===== config.mk =====
export PLATFORM = sky130hd
export DESIGN_NAME = lprtc_top
export DESIGN_NICKNAME = d
export VERILOG_FILES = /design/src/lprtc_pkg.sv /design/src/lprtc_top.sv
export SDC_FILE = /design/constraint.sdc
export NUM_CORES = 1
export LEC_CHECK = 0
export BUFFER_PORTS_ARGS = -buffer_cell sky130_fd_sc_hd__buf_2
export CAP_MARGIN = 0
export CORE_MARGIN = 5
export CORE_UTILIZATION = 30
export CTS_CLUSTER_SIZE = 20
export DETAILED_ROUTE_END_ITERATION = 10
export HOLD_SLACK_MARGIN = 0.12
export MAX_ROUTING_LAYER = met4
export SYNTH_ARGS = -nofsm -noshare
export SYNTH_HDL_FRONTEND = slang
export SYNTH_SLANG_ARGS = --single-unit

===== constraint.sdc =====
create_clock -name sys_clk_i -period 3.5 [get_ports sys_clk_i]
set_clock_uncertainty 0.05 [all_clocks]
set_input_delay 0.35 -clock sys_clk_i [delete_from_list [all_inputs] [get_ports sys_clk_i]]
set_output_delay 0.35 -clock sys_clk_i [all_outputs]
set_load 0.005 [all_outputs]

===== src/lprtc_pkg.sv =====
// Package with register map, field layouts and constants of the calendar clock
package lprtc_pkg;

  // ==========================================================================
  // Register byte offsets
  localparam logic [7:0] ADR_TIME    = 8'h00;
  localparam logic [7:0] ADR_DATE    = 8'h04;
  localparam logic [7:0] ADR_CTRL    = 8'h08;
  localparam logic [7:0] ADR_SUBSEC  = 8'h0C;
  localparam logic [7:0] ADR_PRESC   = 8'h10;
  localparam logic [7:0] ADR_CALIB   = 8'h14;
  localparam logic [7:0] ADR_SHIFT   = 8'h18;
  localparam logic [7:0] ADR_ALRM_A  = 8'h1C;
  localparam logic [7:0] ADR_ALRM_B  = 8'h20;
  localparam logic [7:0] ADR_WUT     = 8'h24;
  localparam logic [7:0] ADR_TAMPCFG = 8'h28;
  localparam logic [7:0] ADR_TS_TIME = 8'h2C;
  localparam logic [7:0] ADR_TS_DATE = 8'h30;
  localparam logic [7:0] ADR_STATUS  = 8'h34;
  localparam logic [7:0] ADR_MASK    = 8'h38;
  localparam logic [7:0] ADR_BKP0    = 8'h40;

  // ==========================================================================
  // Sizes, reset values and event positions
  localparam int         NUM_BKP      = 5;
  localparam int         NUM_EV       = 6;
  localparam int         EV_ALRM_A    = 0;
  localparam int         EV_ALRM_B    = 1;
  localparam int         EV_WUT       = 2;
  localparam int         EV_TAMP0     = 3;
  localparam int         EV_TS        = 5;
  localparam logic [6:0] RST_PRE_A    = 7'h7F;
  localparam logic [14:0] RST_PRE_S   = 15'h00FF;
  localparam logic [15:0] RST_WUT     = 16'hFFFF;
  localparam logic [5:0] REF_LAST_50  = 6'h31;
  localparam logic [5:0] REF_LAST_60  = 6'h3B;
  localparam logic [7:0] DATE_RST     = 8'h01;
  localparam logic [2:0] WDAY_RST     = 3'h1;

  // ==========================================================================
  // Carriers
  typedef struct packed {
    logic [6:0] pad;
    logic       pm;
    logic [7:0] hour;
    logic [7:0] min;
    logic [7:0] sec;
  } lprtc_time_s;

  typedef struct packed {
    logic [7:0] year;
    logic [7:0] month;
    logic [7:0] date;
    logic [4:0] pad;
    logic [2:0] wday;
  } lprtc_date_s;

  typedef struct packed {
    logic       ign_date;
    logic [6:0] date;
    logic       ign_hour;
    logic [6:0] hour;
    logic       ign_min;
    logic [6:0] min;
    logic       ign_sec;
    logic [6:0] sec;
  } lprtc_alarm_s;

  typedef struct packed {
    logic [17:0] pad;
    logic [1:0]  tamp_en;
    logic        ts_en;
    logic        tamp_ts;
    logic [1:0]  wut_div;
    logic        alrm_b_en;
    logic        alrm_a_en;
    logic        wut_en;
    logic        ref_60;
    logic        ref_en;
    logic        fmt12;
    logic [1:0]  clk_src;
  } lprtc_ctrl_s;

endpackage : lprtc_pkg


===== src/lprtc_top.sv =====
// Calendar real-time clock with alarms, wakeup timer, tamper, timestamp and backup words
// What this block does
// - Five 32-bit backup words, twenty bytes, writable and readable by software.
// - Backup words are not cleared by system reset or by waking from standby.
// - Calendar keeps binary subseconds and seconds to year in BCD, hours in 12 or 24 format.
// - Date wraps at 28, 29 in leap years, 30 or 31 days.
// - Two independent alarms, each able to wake the device.
// - Periodic wakeup timer with programmable resolution and period.
// - Running clock accepts a shift of 1 to 32767 counted pulses.
// - Optional 50 or 60 Hz reference clock supplies the seconds.
// - Digital calibration removes counted pulses in roughly 1 ppm steps.
// - Two filtered tamper inputs, each event able to wake the device.
// - Timestamp captures calendar on timestamp pin event or tamper event.
// - Timestamp event is able to wake the device.
// - Counting clock chosen from crystal, resonator, internal RC or fast external.
// - Calendar keeps counting while the core is stopped; only backup reset clears it.
//
// The register addresses and the Wishbone interface to the registers were decided locally.
`timescale 1ns/10ps
module lprtc_top (
  input  wire logic        sys_clk_i,
  input  wire logic        rst_n_i,
  input  wire logic        bkp_rst_n_i,
  input  wire logic        wb_cyc_i,
  input  wire logic        wb_stb_i,
  input  wire logic        wb_we_i,
  input  wire logic [7:0]  wb_adr_i,
  input  wire logic [3:0]  wb_sel_i,
  input  wire logic [31:0] wb_dat_i,
  output logic      [31:0] wb_dat_o,
  output logic             wb_ack_o,
  input  wire logic        slow_crystal_clock_i,
  input  wire logic        resonator_clock_i,
  input  wire logic        slow_internal_rc_clock_i,
  input  wire logic        fast_external_clock_i,
  input  wire logic        ref_clock_i,
  input  wire logic [1:0]  tamper_i,
  input  wire logic        timestamp_i,
  output logic             irq_o,
  output logic             wakeup_o
);

  // ==========================================================================
  // Pin synchronisers and edge detection
  logic [7:0] pin_raw;
  logic [7:0] sync1_q;
  logic [7:0] sync2_q;
  logic [7:0] sync3_q;
  logic [7:0] rise;

  assign pin_raw = {timestamp_i, tamper_i, ref_clock_i, fast_external_clock_i,
                    slow_internal_rc_clock_i, resonator_clock_i, slow_crystal_clock_i};

  // On the backup reset so a system reset does not drop counting edges
  for (genvar i = 0; i < 8; i++) begin : g_sync
    always_ff @(posedge sys_clk_i or negedge bkp_rst_n_i) begin
      if (!bkp_rst_n_i) begin
        sync1_q[i] <= 1'b0;
        sync2_q[i] <= 1'b0;
        sync3_q[i] <= 1'b0;
      end else begin
        sync1_q[i] <= pin_raw[i];
        sync2_q[i] <= sync1_q[i];
        sync3_q[i] <= sync2_q[i];
      end
    end
    assign rise[i] = sync2_q[i] & ~sync3_q[i];
  end

  // ==========================================================================
  // Configuration and bus decode
  lprtc_pkg::lprtc_ctrl_s  ctrl_q;
  lprtc_pkg::lprtc_time_s  tm_q;
  lprtc_pkg::lprtc_time_s  tm_n;
  lprtc_pkg::lprtc_time_s  ts_tm_q;
  lprtc_pkg::lprtc_date_s  dt_q;
  lprtc_pkg::lprtc_date_s  dt_n;
  lprtc_pkg::lprtc_date_s  ts_dt_q;
  lprtc_pkg::lprtc_alarm_s alrm_q [2];
  logic [31:0] bkp_q [lprtc_pkg::NUM_BKP];
  logic [6:0]  pre_a_q;
  logic [14:0] pre_s_q;
  logic [6:0]  cnt_a_q;
  logic [14:0] cnt_s_q;
  logic [8:0]  calm_q;
  logic [19:0] cal_win_q;
  logic [14:0] shift_q;
  logic        add1s_q;
  logic [15:0] wut_rld_q;
  logic [15:0] wut_cnt_q;
  logic [3:0]  wut_div_q;
  logic [5:0]  ref_cnt_q;
  logic [3:0]  tflt_q;
  logic [3:0]  tcnt_q [2];
  logic [5:0]  st_q;
  logic [5:0]  mask_q;
  logic [5:0]  ev;
  logic        ack_q;
  logic        acc;
  logic        wr;
  logic        rd_st;

  assign acc   = wb_cyc_i & wb_stb_i & ~ack_q;
  assign wr    = acc & wb_we_i;
  assign rd_st = acc & ~wb_we_i & (wb_adr_i == lprtc_pkg::ADR_STATUS);

  function automatic logic [31:0] merge(input logic [31:0] o, input logic [31:0] n,
                                        input logic [3:0] s);
    logic [31:0] r;
    r = o;
    for (int b = 0; b < 4; b++) begin
      if (s[b]) begin
        r[b*8 +: 8] = n[b*8 +: 8];
      end
    end
    return r;
  endfunction : merge

  function automatic logic [7:0] bcd_inc(input logic [7:0] v);
    if (v[3:0] == 4'h9) begin
      return {v[7:4] + 4'h1, 4'h0};
    end
    return {v[7:4], v[3:0] + 4'h1};
  endfunction : bcd_inc

  // Year is BCD 00..99; divisible by four when tens parity matches the units.
  function automatic logic [7:0] month_len(input logic [7:0] mon, input logic [7:0] yr);
    logic leap;
    leap = yr[4] ? (yr[3:0] == 4'h2 || yr[3:0] == 4'h6)
                 : (yr[3:0] == 4'h0 || yr[3:0] == 4'h4 || yr[3:0] == 4'h8);
    unique case (mon)
      8'h02:                      return leap ? 8'h29 : 8'h28;
      8'h04, 8'h06, 8'h09, 8'h11: return 8'h30;
      default:                    return 8'h31;
    endcase
  endfunction : month_len

  // ==========================================================================
  // Counting pulse: source select, calibration, shift
  logic raw_pulse;
  logic drop;
  logic pulse;
  logic spre;
  logic ref_tick;
  logic sec_tick;

  always_comb begin
    unique case (ctrl_q.clk_src)
      2'h0:    raw_pulse = rise[0];
      2'h1:    raw_pulse = rise[1];
      2'h2:    raw_pulse = rise[2];
      default: raw_pulse = rise[3];
    endcase
  end

  // Dropping calm pulses per 2^20 window gives about 0.95 ppm per step
  assign drop     = (cal_win_q < {11'h000, calm_q}) | (shift_q != 15'h0000);
  assign pulse    = raw_pulse & ~drop;
  assign spre     = pulse & (cnt_a_q == 7'h00) & (cnt_s_q == 15'h0000);
  assign ref_tick = rise[4] & (ref_cnt_q == (ctrl_q.ref_60 ? lprtc_pkg::REF_LAST_60
                                                           : lprtc_pkg::REF_LAST_50));
  assign sec_tick = (ctrl_q.ref_en ? ref_tick : spre) | add1s_q;

  always_ff @(posedge sys_clk_i or negedge bkp_rst_n_i) begin
    if (!bkp_rst_n_i) begin
      cal_win_q <= 20'h00000;
      shift_q   <= 15'h0000;
      add1s_q   <= 1'b0;
      ref_cnt_q <= 6'h00;
    end else begin
      if (raw_pulse) begin
        cal_win_q <= cal_win_q + 20'h00001;
      end
      if (wr && wb_adr_i == lprtc_pkg::ADR_SHIFT) begin
        shift_q <= wb_dat_i[14:0];
        add1s_q <= wb_dat_i[31];
      end else begin
        add1s_q <= 1'b0;
        if (raw_pulse && shift_q != 15'h0000) begin
          shift_q <= shift_q - 15'h0001;
        end
      end
      if (!ctrl_q.ref_en || ref_tick) begin
        ref_cnt_q <= 6'h00;
      end else if (rise[4]) begin
        ref_cnt_q <= ref_cnt_q + 6'h01;
      end
    end
  end

  // Prescalers: the synchronous down-counter is the subsecond value
  always_ff @(posedge sys_clk_i or negedge bkp_rst_n_i) begin
    if (!bkp_rst_n_i) begin
      cnt_a_q <= lprtc_pkg::RST_PRE_A;
      cnt_s_q <= lprtc_pkg::RST_PRE_S;
    end else if (pulse) begin
      if (cnt_a_q != 7'h00) begin
        cnt_a_q <= cnt_a_q - 7'h01;
      end else begin
        cnt_a_q <= pre_a_q;
        cnt_s_q <= (cnt_s_q == 15'h0000) ? pre_s_q : cnt_s_q - 15'h0001;
      end
    end
  end

  // ==========================================================================
  // Calendar next value
  always_comb begin
    logic day;
    day  = 1'b0;
    tm_n = tm_q;
    dt_n = dt_q;
    if (tm_q.sec != 8'h59) begin
      tm_n.sec = bcd_inc(tm_q.sec);
    end else begin
      tm_n.sec = 8'h00;
      if (tm_q.min != 8'h59) begin
        tm_n.min = bcd_inc(tm_q.min);
      end else begin
        tm_n.min = 8'h00;
        if (ctrl_q.fmt12) begin
          if (tm_q.hour == 8'h12) begin
            tm_n.hour = 8'h01;
          end else begin
            tm_n.hour = bcd_inc(tm_q.hour);
            if (tm_q.hour == 8'h11) begin
              tm_n.pm = ~tm_q.pm;
              day     = tm_q.pm;
            end
          end
        end else if (tm_q.hour == 8'h23) begin
          tm_n.hour = 8'h00;
          day       = 1'b1;
        end else begin
          tm_n.hour = bcd_inc(tm_q.hour);
        end
      end
    end
    if (day) begin
      dt_n.wday = (dt_q.wday == 3'h7) ? 3'h1 : dt_q.wday + 3'h1;
      if (dt_q.date != month_len(dt_q.month, dt_q.year)) begin
        dt_n.date = bcd_inc(dt_q.date);
      end else begin
        dt_n.date = 8'h01;
        if (dt_q.month == 8'h12) begin
          dt_n.month = 8'h01;
          dt_n.year  = (dt_q.year == 8'h99) ? 8'h00 : bcd_inc(dt_q.year);
        end else begin
          dt_n.month = bcd_inc(dt_q.month);
        end
      end
    end
  end

  // Calendar and settings sit on the backup reset so a system reset leaves them running
  always_ff @(posedge sys_clk_i or negedge bkp_rst_n_i) begin
    if (!bkp_rst_n_i) begin
      tm_q      <= '0;
      dt_q      <= '{year: 8'h00, month: lprtc_pkg::DATE_RST, date: lprtc_pkg::DATE_RST,
                     pad: 5'h00, wday: lprtc_pkg::WDAY_RST};
      ctrl_q    <= '0;
      pre_a_q   <= lprtc_pkg::RST_PRE_A;
      pre_s_q   <= lprtc_pkg::RST_PRE_S;
      calm_q    <= 9'h000;
      wut_rld_q <= lprtc_pkg::RST_WUT;
      tflt_q    <= 4'h0;
      alrm_q[0] <= '0;
      alrm_q[1] <= '0;
    end else begin
      if (wr && wb_adr_i == lprtc_pkg::ADR_TIME) begin
        tm_q <= merge(tm_q, wb_dat_i, wb_sel_i);
      end else if (sec_tick) begin
        tm_q <= tm_n;
      end
      if (wr && wb_adr_i == lprtc_pkg::ADR_DATE) begin
        dt_q <= merge(dt_q, wb_dat_i, wb_sel_i);
      end else if (sec_tick) begin
        dt_q <= dt_n;
      end
      if (wr) begin
        unique case (wb_adr_i)
          lprtc_pkg::ADR_CTRL:    ctrl_q    <= merge(ctrl_q, wb_dat_i, wb_sel_i);
          lprtc_pkg::ADR_PRESC:   {pre_a_q, pre_s_q} <= {wb_dat_i[22:16], wb_dat_i[14:0]};
          lprtc_pkg::ADR_CALIB:   calm_q    <= wb_dat_i[8:0];
          lprtc_pkg::ADR_ALRM_A:  alrm_q[0] <= merge(alrm_q[0], wb_dat_i, wb_sel_i);
          lprtc_pkg::ADR_ALRM_B:  alrm_q[1] <= merge(alrm_q[1], wb_dat_i, wb_sel_i);
          lprtc_pkg::ADR_WUT:     wut_rld_q <= wb_dat_i[15:0];
          lprtc_pkg::ADR_TAMPCFG: tflt_q    <= wb_dat_i[3:0];
          default: ;
        endcase
      end
    end
  end

  // ==========================================================================
  // Backup words: no reset at all, so neither reset nor standby exit clears them
  for (genvar k = 0; k < lprtc_pkg::NUM_BKP; k++) begin : g_bkp
    always_ff @(posedge sys_clk_i) begin
      if (wr && wb_adr_i == lprtc_pkg::ADR_BKP0 + 8'(4 * k)) begin
        bkp_q[k] <= merge(bkp_q[k], wb_dat_i, wb_sel_i);
      end
    end
  end

  // ==========================================================================
  // Alarms, wakeup timer, tamper filters, timestamp
  logic [1:0] alrm_hit;
  logic       wtick;
  logic       wut_ev;
  logic [1:0] tamp_ev;
  logic       ts_ev;

  for (genvar a = 0; a < 2; a++) begin : g_alrm
    assign alrm_hit[a] = sec_tick
      & (alrm_q[a].ign_sec  | (alrm_q[a].sec  == tm_n.sec[6:0]))
      & (alrm_q[a].ign_min  | (alrm_q[a].min  == tm_n.min[6:0]))
      & (alrm_q[a].ign_hour | (alrm_q[a].hour == {tm_n.pm, tm_n.hour[5:0]}))
      & (alrm_q[a].ign_date | (alrm_q[a].date == dt_n.date[6:0]));
  end

  assign wtick = (ctrl_q.wut_div == 2'h3) ? sec_tick
               : pulse & ((wut_div_q | {1'b0, ctrl_q.wut_div == 2'h2, 2'h0}
                           | {ctrl_q.wut_div != 2'h0, 3'h0}) == 4'hF);
  assign wut_ev = ctrl_q.wut_en & wtick & (wut_cnt_q == 16'h0000);

  always_ff @(posedge sys_clk_i or negedge bkp_rst_n_i) begin
    if (!bkp_rst_n_i) begin
      wut_div_q <= 4'h0;
      wut_cnt_q <= lprtc_pkg::RST_WUT;
    end else begin
      if (pulse) begin
        wut_div_q <= wut_div_q + 4'h1;
      end
      if (!ctrl_q.wut_en || wut_ev) begin
        wut_cnt_q <= wut_rld_q;
      end else if (wtick) begin
        wut_cnt_q <= wut_cnt_q - 16'h0001;
      end
    end
  end

  // Input must stay high for 1, 2, 4 or 8 samples; a short glitch is ignored
  for (genvar t = 0; t < 2; t++) begin : g_tamp
    logic [3:0] lim;
    assign lim        = 4'h1 << tflt_q[2*t +: 2];
    assign tamp_ev[t] = ctrl_q.tamp_en[t] & sync2_q[5 + t] & (tcnt_q[t] == lim - 4'h1);
    always_ff @(posedge sys_clk_i or negedge rst_n_i) begin
      if (!rst_n_i) begin
        tcnt_q[t] <= 4'h0;
      end else if (!sync2_q[5 + t] || !ctrl_q.tamp_en[t]) begin
        tcnt_q[t] <= 4'h0;
      end else if (tcnt_q[t] != lim) begin
        tcnt_q[t] <= tcnt_q[t] + 4'h1;
      end
    end
  end

  assign ts_ev = (ctrl_q.ts_en & rise[7]) | (ctrl_q.tamp_ts & |tamp_ev);

  always_ff @(posedge sys_clk_i or negedge bkp_rst_n_i) begin
    if (!bkp_rst_n_i) begin
      ts_tm_q <= '0;
      ts_dt_q <= '0;
    end else if (ts_ev) begin
      ts_tm_q <= tm_q;
      ts_dt_q <= dt_q;
    end
  end

  // ==========================================================================
  // Status, mask and interrupt; a new event outranks the read that clears
  assign ev = {ts_ev, tamp_ev, wut_ev, alrm_hit & {ctrl_q.alrm_b_en, ctrl_q.alrm_a_en}};

  always_ff @(posedge sys_clk_i or negedge rst_n_i) begin
    if (!rst_n_i) begin
      st_q     <= 6'h00;
      mask_q   <= 6'h00;
      irq_o    <= 1'b0;
      wakeup_o <= 1'b0;
    end else begin
      st_q <= (st_q & ~{6{rd_st}}) | ev;
      if (wr && wb_adr_i == lprtc_pkg::ADR_MASK) begin
        mask_q <= wb_dat_i[5:0];
      end
      irq_o    <= |(st_q & mask_q);
      wakeup_o <= |st_q;
    end
  end

  // ==========================================================================
  // Wishbone answer: ack one cycle after the request, unmapped reads give zero
  logic [31:0] rdat;

  always_comb begin
    rdat = 32'h0000_0000;
    unique case (wb_adr_i)
      lprtc_pkg::ADR_TIME:    rdat = tm_q;
      lprtc_pkg::ADR_DATE:    rdat = dt_q;
      lprtc_pkg::ADR_CTRL:    rdat = ctrl_q;
      lprtc_pkg::ADR_SUBSEC:  rdat = {17'h00000, cnt_s_q};
      lprtc_pkg::ADR_PRESC:   rdat = {9'h000, pre_a_q, 1'b0, pre_s_q};
      lprtc_pkg::ADR_CALIB:   rdat = {23'h000000, calm_q};
      lprtc_pkg::ADR_SHIFT:   rdat = {17'h00000, shift_q};
      lprtc_pkg::ADR_ALRM_A:  rdat = alrm_q[0];
      lprtc_pkg::ADR_ALRM_B:  rdat = alrm_q[1];
      lprtc_pkg::ADR_WUT:     rdat = {wut_cnt_q, wut_rld_q};
      lprtc_pkg::ADR_TAMPCFG: rdat = {28'h0000000, tflt_q};
      lprtc_pkg::ADR_TS_TIME: rdat = ts_tm_q;
      lprtc_pkg::ADR_TS_DATE: rdat = ts_dt_q;
      lprtc_pkg::ADR_STATUS:  rdat = {26'h0000000, st_q};
      lprtc_pkg::ADR_MASK:    rdat = {26'h0000000, mask_q};
      default: begin
        for (int k = 0; k < lprtc_pkg::NUM_BKP; k++) begin
          if (wb_adr_i == lprtc_pkg::ADR_BKP0 + 8'(4 * k)) begin
            rdat = bkp_q[k];
          end
        end
      end
    endcase
  end

  always_ff @(posedge sys_clk_i or negedge rst_n_i) begin
    if (!rst_n_i) begin
      ack_q    <= 1'b0;
      wb_dat_o <= 32'h0000_0000;
    end else begin
      ack_q    <= acc;
      wb_dat_o <= acc ? rdat : 32'h0000_0000;
    end
  end

  assign wb_ack_o = ack_q;

endmodule : lprtc_top


**Word level (Yosys, flattened, before mapping)**

Memory sizes are Yosys's and may differ from the RTL's.
Cells that the tools add are included.
W data, S select, Z words.

- Shifts and indexed selects: 2
- Multipliers: 0
- $add $sub $neg: 24
- Reduce and logical (&&, ||, !) cells: 85
- $lt $le $gt $ge: 1
- Eq/ne operators: 76
- Div/mod/pow operators: 0
- Bitwise operators: 61
- Muxes and demuxes: 160

Operator list:

| operator | count |
|---|---|
| $mux W8 | 67 |
| $pmux W32 S15 | 1 |
| $mux W32 | 13 |
| $reduce_or A32 Y1 | 4 |
| $eq A8 B5 Y1 const B | 8 |
| $eq A8 B6 Y1 const B | 8 |
| $add A4 B1 Y4 const B | 15 |
| $eq A7 B7 Y1 | 8 |
| $mux W1 | 53 |
| $mux W16 | 3 |
| $mux W15 | 3 |
| $reduce_and A3 Y1 | 14 |
| $eq A8 B7 Y1 const B | 5 |
| $and A1 B1 Y1 | 32 |
| $eq A4 B4 Y1 const B | 8 |
| $sub A15 B1 Y15 const B | 2 |
| $mux W25 | 1 |
| $eq A8 B3 Y1 const B | 3 |
| $eq A8 B4 Y1 const B | 3 |
| $mux W24 | 1 |
| $reduce_and A2 Y1 | 12 |
| $add A20 B1 Y20 const B | 1 |
| $lt A20 B9 Y1 | 1 |
| $mux W4 | 5 |
| other kinds (57) | 138 |

- Input bits: 58
- Latch bits: 0
- Memory bits (writable): 160
- Memory bits (read-only): 0
- Memories: 1
- Register bits after elaboration: 436
- Output and inout port bits: 35
- Word-level logic and storage cells: 509

Memories:

| name | depth | width | rd ports | clocked after Yosys merged registers in | wr ports | line | text |
|---|---|---|---|---|---|---|---|
| bkp_q | 5 | 32 | 5 | 0 | 1 | lprtc_top.sv:80 | `logic [31:0] bkp_q [lprtc_pkg::NUM_BKP];` |

**Depth between registers and ports, before layout**

Gate-level depths: netlist of run 1.

- Word-level depth: 20
- Depth in mapped cells: 14
- Mapped depth without buffers: 12

**Worst setup path before layout of run 1**

OpenSTA, ideal clock, no wires.

- Path kind: reg-to-reg
- Start: register cnt_s_q[0]
- End: register tm_q[15] in the netlist's numbering
- Period minus slack after synthesis: 3216 ps
- Library setup time: 125 ps
- Data required time: 3325 ps
- Path buffers: 2
- Path slack: 284 ps
- Arrival: 3042 ps
- Cell stages (with the launch flop): 14
- Path through: dfstp_2 inv_1 ha_1 or4b_4 or4_1 buf_2 nor3_4 nand2_1 o31a_4 buf_6 nand2_1 o21ai_1 nor2_1 mux2_2

- Cells in the longest elaborated chain, start to end: 6

Ends and longest elaborated chain:

| item | line | text |
|---|---|---|
| start: declaration | lprtc_top.sv:84 | `logic [14:0] cnt_s_q;` |
| start signal: assignment | lprtc_top.sv:195 | `cnt_s_q <= lprtc_pkg::RST_PRE_S;` |
| start signal: assignment | lprtc_top.sv:201 | `cnt_s_q <= (cnt_s_q == 15'h0000) ? pre_s_q : cnt_s_q - 15'h0001;` |
| $logic_not A15 Y1 | lprtc_top.sv:159 | `assign spre = pulse & (cnt_a_q == 7'h00) & (cnt_s_q == 15'h0000);` |
| $and A1 B1 Y1 | lprtc_top.sv:159 |  |
| $mux W1 | lprtc_top.sv:162 | `assign sec_tick = (ctrl_q.ref_en ? ref_tick : spre) \| add1s_q;` |
| $or A1 B1 Y1 | lprtc_top.sv:162 |  |
| $reduce_bool A2 Y1 (no line) | n/a |  |
| $reduce_and A4 Y1 (no line) | n/a |  |
| end signal: assignment | lprtc_top.sv:271 | `tm_q <= merge(tm_q, wb_dat_i, wb_sel_i);` |
| end signal: assignment | lprtc_top.sv:273 | `tm_q <= tm_n;` |
| end: declaration | lprtc_top.sv:73 | `lprtc_pkg::lprtc_time_s tm_q;` |

No other way between the ends.
A chain may end at the register's enable or synchronous reset.

**Worst setup path after layout of run 1**

- Start: register tm_q[5] in the netlist's numbering
- End: register st_q[0]

- Cells in the longest elaborated chain, start to end: 12
- Elaborated cells between the ends (all ways): 22
- Classes of those cells: add/sub (1); eq/ne (5); mux (6); bitwise (10)

Ends and longest elaborated chain:

| item | line | text |
|---|---|---|
| $add A4 B1 Y4 | lprtc_top.sv:121 | `return {v[7:4] + 4'h1, 4'h0};` |
| $mux W8 | lprtc_top.sv:120 | `if (v[3:0] == 4'h9) begin` |
| $mux W8 | lprtc_top.sv:123 | `return {v[7:4], v[3:0] + 4'h1};` |
| $mux W8 | lprtc_top.sv:213 | `if (tm_q.sec != 8'h59) begin` |
| $eq A7 B7 Y1 | lprtc_top.sv:315 | `& (alrm_q[a].ign_sec \| (alrm_q[a].sec == tm_n.sec[6:0]))` |
| $or A1 B1 Y1 | lprtc_top.sv:315 |  |
| $and A1 B1 Y1 | lprtc_top.sv:315 |  |
| $and A1 B1 Y1 | lprtc_top.sv:316 | `& (alrm_q[a].ign_min \| (alrm_q[a].min == tm_n.min[6:0]))` |
| $and A1 B1 Y1 | lprtc_top.sv:317 | `& (alrm_q[a].ign_hour \| (alrm_q[a].hour == {tm_n.pm, tm_n.hour[5:0]}))` |
| $and A1 B1 Y1 (*) | lprtc_top.sv:318 | `& (alrm_q[a].ign_date \| (alrm_q[a].date == dt_n.date[6:0]));` |
| $and A2 B2 Y2 (*) | lprtc_top.sv:372 | `assign ev = {ts_ev, tamp_ev, wut_ev, alrm_hit & {ctrl_q.alrm_b_en, ctrl_q.alrm_a_en}};` |
| $or A6 B6 Y6 (*) | lprtc_top.sv:381 | `st_q <= (st_q & ~{6{rd_st}}) \| ev;` |
| end signal: assignment | lprtc_top.sv:381 |  |
| end: declaration | lprtc_top.sv:95 | `logic [5:0] st_q;` |

Mark *: on every way between the ends. The rest lies on a longest branch, timed or not. The select of a mux whose other input is x is not followed.

==> flow_metrics.env, run 1 <==
export IMPL_cpPeakStageDelay_ps=560
export IMPL_coreArea_mm2=0.09501
export IMPL_vdd_ir_drop_max_uv=315.4
export IMPL_area_growth_pct=21.27
export IMPL_synthArstFlopShare_pct=73.15
export IMPL_gp_congestion=0.9848
export IMPL_fin_setup_tns_ps=0
export IMPL_period_share_pct=96.61
export IMPL_clk_latency_ps=650
export IMPL_cp_start_kind="register"
export IMPL_required_ps=4010
export IMPL_via_per_inst=5.672
export IMPL_root_buffer="clkbuf_16"
export IMPL_p_leak_nw=14.30
export IMPL_maxCapViolCount=0
export IMPL_fin_nets=2886
export IMPL_num_vias=23350
export IMPL_drive_gt1_share_pct=25.76
export IMPL_dpl_hpwl_um=74960
export IMPL_min_path_type="input pin to register"
export IMPL_io_pins=93
export IMPL_die_x_um=319.3
export IMPL_cts_tree="built"
export IMPL_avgSynthCellArea_um2=11.30
export IMPL_timing_hold_ws_ps=154.0
export IMPL_synth_fp_nets=2638
export IMPL_synth_top_area_share_pct=32.34
export IMPL_drtIter0Drc=2633
export IMPL_io_buffers=92
export IMPL_synth_most_common_cell="dfrtp_1"
export IMPL_syn_area_mm2=0.02871
export IMPL_synthCells=2541
export IMPL_dr_pass1_iters=8
export IMPL_drc=0
export IMPL_drtAntennaViolNets=0
export IMPL_worstSetupPathType="register to register"
export IMPL_yosys_top_cells_count="dfrtp_1 (371), mux2_2 (214), nand2_1 (188), nor2_1 (176), edfxtp_1 (160)"
export IMPL_synth_main_ff_cell="dfrtp_1"
export IMPL_cts_made_buffers=72
export IMPL_num_rows=113
export IMPL_setup_viol=0
export IMPL_worst_pin_slew_ps=1023
export IMPL_rsz0062_at_grt="true"
export IMPL_first_global_vias=22870
export IMPL_stdcell_area_mm2=0.03481
export IMPL_yosysWarnings=0
export IMPL_cp_slowest_cell="or4_1"
export IMPL_yosys_top_cells_area="dfrtp_1 (32%), edfxtp_1 (17%), mux2_2 (8.4%)"
export IMPL_grt_antenna_before_repair=3
export IMPL_worstPathCellList="inv_1 > ha_1 > nand3b_1 > buf_4 > nor4_2 > buf_4 > nand2_1 > mux2i_1 > a22o_1 > xnor2_1 > a41oi_1 > or4_1 > o21ai_1"
export IMPL_htreeDepth=3
export IMPL_die_h_um=319.3
export IMPL_track_usage_pct=20.72
export IMPL_worst_path_max_fanout=6
export IMPL_period_minus_slack_ps=3381
export IMPL_outcome="complete, no violations"
export IMPL_finalHoldViolCount=0
export IMPL_timing_critical_path_mode_cell="buf_4"
export IMPL_drt_wl_total_um=106200
export IMPL_relSlewSlack_pct=31.79
export IMPL_grt_max_degree=93
export IMPL_yosys_area_top_type="dfrtp_1"
export IMPL_grt_pass1_wl_um=155100
export IMPL_fillerInstances=9326
export IMPL_clockBufferDepth=3
export IMPL_power_density_mw_per_mm2=470.0
export IMPL_cts_sinks=596
export IMPL_multi_input_area_mm2=0.01238
export IMPL_grt_overflow_total=0
export IMPL_initial_core_util_pct=30.21
export IMPL_register_area_mm2=0.01580
export IMPL_slew_viol_final=0
export IMPL_die_area_mm2=0.1020
export IMPL_path_clk_slew_ps=60
export IMPL_cp_end_kind="register"
export IMPL_placed_area_mm2=0.03182
export IMPL_synth_edf_count=160
export IMPL_yosysUniqueCellTypes=87
export IMPL_seq_area_frac_synth_pct=55.03
export IMPL_ys_ff_latch=596
export IMPL_fin_util_pct=36.64
export IMPL_cp_arrival_ps=3900
export IMPL_avgRoutedWirePerCell_um=25.79
export IMPL_max_freq_ghz=0.2957
==> sequential cells by signal, summed over array words and instances (netlist names), 7 cells and up <==
signal and cells:
shift_q 15, bkp_q 160, sync1_q 8, calm_q 9, wut_cnt_q 16, sync2_q 8
alrm_q 64, cnt_a_q 7, pre_s_q 15, ctrl_q 32, dt_q 27, ts_dt_q 32
cal_win_q 20, tm_n 7, pre_a_q 7, wut_rld_q 16, ts_tm_q 32, cnt_s_q 15
wb_dat_o 32, tm_q 25, tcnt_q 8
==> kinds of logic after synthesis <==
family / after synthesis / share of synthesized area (%)
compound gates: 680 / 16.42
flops: 596 / 55.03
xor+xnor: 101 / 3.108
buf+inv: 199 / 2.663
fa+ha+maj: 39 / 1.700
simple gates: 690 / 11.87
mux: 236 / 9.205
==> per-stage QoR <==
stage	cells	setup WS, ps	power, mW
finish	4116	118.7	16.36
global route	4116	-14.52	16.92
global placement	3932	116.4	8.708
detailed placement	3932	110.0	8.728
floorplan	2541	283.7	8.114
CTS	4106	78.19	16.44
==> power breakdown <==
group          internal, mW  switching, mW  total, mW
registers              7.30          0.183       7.48
logic                 0.440          0.776       1.22
clock network          4.56           3.11       7.66
==> placed cells by master, fill, tap and decap left out, drive strengths merged, types with 26 or more instances in the layout <==
master       instances
ha                  39
a22oi              101
clkbuf              97
nand2              188
dfrtp              371
xor2                44
a221oi              74
xnor2               57
clkinv              26
edfxtp             160
nor4                32
nor2               177
inv                 58
dlygate4sd3         40
nor3                74
nand3               58
a22o                57
a31oi               36
buf                277
dfstp               65
a21oi              130
mux2               214
o21ai              152
==> critical path: cells and delay by family, from the launching register on <==
kind / cells / cell delay (ps)
flops: 1 / 440
fa+ha+maj: 1 / 170
mux: 1 / 130
simple gates: 4 / 1200
buf+inv: 3 / 550
compound gates: 3 / 610
xor+xnor: 1 / 150
==> repair_timing <==
item,4_1_cts,5_1_grt
setup buffers,0,7
hold buffers,40,0
gates resized for setup,0,26
setup endpoints to repair,0,23
hold endpoints to repair,325,0
==> layout make-up <==
class / count / area share [%]
Clock buffer: 97 / 5.740
Timing Repair Buffer: 317 / 6.966
Clock inverter: 37 / 1.183
Tap cell: 1265 / 4.547
Multi-Input combinational cell: 1747 / 35.58
Inverter: 55 / 0.5931
Antenna cell: 2 / 0.01438
Sequential cell: 596 / 45.38
==> layer usage <==
metal	track usage, %	part of all wire (%)	vias up
met1	26.67	41	11700
met2	30.69	44	1225
met3	5.606	10	316
li1	-	-	10110
met5	-	0	-
met4	9.304	5.1	0
==> worst paths after layout <==
kind / from / endpoint / slack, ps / cells after the start
max in group asynchronous: bkp_rst_n_i / wut_cnt_q[8] / 2130 / 3
max: tm_q[5] / st_q[0] / 120 / 13
min reg2reg: sync1_q[1] / sync2_q[1] / 300 / 0
min in group asynchronous: bkp_rst_n_i / cal_win_q[17] / 320 / 2
max reg2reg: tm_q[5] / st_q[0] / 120 / 13
min: wb_dat_i[11] / bkp_q[0][11] / 150 / 1
No activity file was read; power rests on OpenSTA's default activity.
==> inputs of run 2 (changes only) <==
--- a/config.mk
+++ b/config.mk
@@ -8,7 +8,7 @@
 export BUFFER_PORTS_ARGS = -buffer_cell sky130_fd_sc_hd__buf_2
 export CAP_MARGIN = 0
 export CORE_MARGIN = 5
-export CORE_UTILIZATION = 30
+export CORE_UTILIZATION = 40
 export CTS_CLUSTER_SIZE = 20
 export DETAILED_ROUTE_END_ITERATION = 10
 export HOLD_SLACK_MARGIN = 0.12
==> run 2 against run 1 <==
- sequential share of layout area up 0.37 points
- clock-buffer cell count down 6
- die area down 24%
- global-route usage up 7.6 points
- final cell count down 7.2%
- critical path type unchanged
- largest cell class unchanged
==> flow_metrics.env, run 2 (synthesis gave the netlist of run 1 again) <==
export IMPL_outcome="complete, no violations"
export IMPL_top_register="bkp_q"
export IMPL_fin_nets=2906
export IMPL_cpPeakStageDelay_ps=540
export IMPL_drc=0
export IMPL_die_h_um=277.9
export IMPL_cp_slowest_cell="or4_4"
export IMPL_cp_arrival_ps=3910
export IMPL_grt_max_degree=89
export IMPL_drtIter0Drc=2748
export IMPL_avgRoutedWirePerCell_um=28.63
export IMPL_fin_util_pct=48.39
export IMPL_io_buffers=92
export IMPL_worst_pin_slew_ps=1038
export IMPL_htreeDepth=3
export IMPL_mostFrequentLayoutCell="dfrtp_1"
export IMPL_max_freq_ghz=0.2922
export IMPL_worst_path_max_fanout=7
export IMPL_final_cells=3819
export IMPL_grt_antenna_before_repair=5
export IMPL_period_share_pct=97.79
export IMPL_num_rows=98
export IMPL_root_buffer="clkbuf_16"
export IMPL_final_cell_mix="dfrtp_1 (370), mux2_2 (214), buf_4 (209)"
export IMPL_cts_made_buffers=70
export IMPL_drt_wl_total_um=109300
export IMPL_slew_viol_final=0
export IMPL_numPlacedInstances=3648
export IMPL_cts_sinks=596
export IMPL_via_per_inst=6.219
export IMPL_path_clk_slew_ps=60
export IMPL_drtAntennaViolNets=0
export IMPL_drive_gt1_share_pct=27.39
export IMPL_cp_start_kind="register"
export IMPL_initial_core_util_pct=40.23
export IMPL_first_global_vias=23450
export IMPL_clockBufferDepth=3
export IMPL_track_usage_pct=28.35
export IMPL_power_density_mw_per_mm2=477.2
export IMPL_maxCapViolCount=0
export IMPL_worstSetupPathType="register to register"
export IMPL_rsz0062_at_grt="true"
export IMPL_num_vias=23750
export IMPL_worstPathCellList="inv_1 > ha_1 > and3b_2 > buf_4 > nand3_1 > buf_4 > nor2_1 > xnor2_1 > o22ai_1 > a211oi_1 > a31oi_2 > or4_4 > o21ai_2"
export IMPL_clk_latency_ps=630
export IMPL_area_growth_pct=20.29
export IMPL_dpl_hpwl_um=78830
export IMPL_finalHoldViolCount=0
export IMPL_cp_end_kind="register"
export IMPL_io_pins=93
export IMPL_die_x_um=277.9
export IMPL_coreArea_mm2=0.07136
export IMPL_timing_critical_path_mode_cell="buf_4"
export IMPL_met3WireLength_um=9607
export IMPL_period_minus_slack_ps=3423
export IMPL_top_layer="met4"
export IMPL_wl_met1_um=44260
export IMPL_p_leak_nw=14.40
export IMPL_largestRegisters="bkp_q (160), alrm_q (64)"
export IMPL_grt_pass1_wl_um=160500
export IMPL_min_path_type="input pin to register"
export IMPL_die_area_mm2=0.07722
export IMPL_dr_wl_met2_um=49650
export IMPL_dr_pass1_iters=8
export IMPL_relSlewSlack_pct=30.79
export IMPL_largest_reg_flops=160
export IMPL_vdd_ir_drop_max_uv=350.2
export IMPL_required_ps=3990
export IMPL_gp_congestion=0.9640
export IMPL_cts_tree="built"
export IMPL_setup_viol=0
export IMPL_grt_overflow_total=0
run 2: worst max-delay path: cells and delay by family, from the launching register on:
kind	cells	cell delay (ps)
fa+ha+maj	1	170
flops	1	450
xor+xnor	1	130
compound gates	4	900
simple gates	4	1150
buf+inv	3	490
run 2: path summary, 6_finish.rpt:
| check | endpoint | depth (start not counted) | slack, ps | start |
|---|---|---|---|---|
| max in group asynchronous | cal_win_q[14] | 4 | 2160 | bkp_rst_n_i |
| min reg2reg | sync2_q[1] | 0 | 300 | sync1_q[1] |
| max reg2reg | st_q[0] | 13 | 80 | tm_q[9] |
| min in group asynchronous | ref_cnt_q[3] | 2 | 200 | bkp_rst_n_i |
| max | st_q[0] | 13 | 80 | tm_q[9] |
| min | bkp_q[0][69] | 1 | 140 | wb_dat_i[5] |
run 2: metal layers:
layer / track usage (%) / vias to the layer above
li1: - / 10140
met2: 43.50 / 1254
met5: - / -
met4: 12.10 / 0
met3: 5.176 / 300
met1: 37.25 / 12060
run 2: final cells by class:
type / count / area, um^2
Timing Repair Buffer: 340 / 2535
Antenna cell: 3 / 7.507
Clock buffer: 91 / 1892
Fill cell: 6546 / 36830
Inverter: 55 / 206.4
Tap cell: 950 / 1189
Clock inverter: 38 / 523.0
Multi-Input combinational cell: 1746 / 12380
Sequential cell: 596 / 15800
run 2: where the power goes:
group,switching [mW],internal (mW)
registers,0.175,7.30
clock network,3.11,4.61
logic,0.819,0.469
run 2: timing repair:
action,in CTS,in global routing
setup endpoints to repair,12,30
hold buffers,30,0
hold endpoints to repair,264,0
pin swaps,2,10
setup buffers,1,8
gates resized for setup,4,34
run 2: metrics by stage:
step                power (mW)  setup WS [ps]  hold slack (ps)  cell area [um^2]  TNS (ps)
floorplan                8.114          283.7            4.409             28710         0
detailed placement       8.805         -66.89            287.9             31590    -87.45
CTS                      16.54         -22.63            122.2             34340    -22.63
global placement         8.785         -12.71            286.8             31590    -12.71
finish                   16.48          77.30            142.4             34530         0
global route             16.96         -97.59            120.2             34530    -97.59
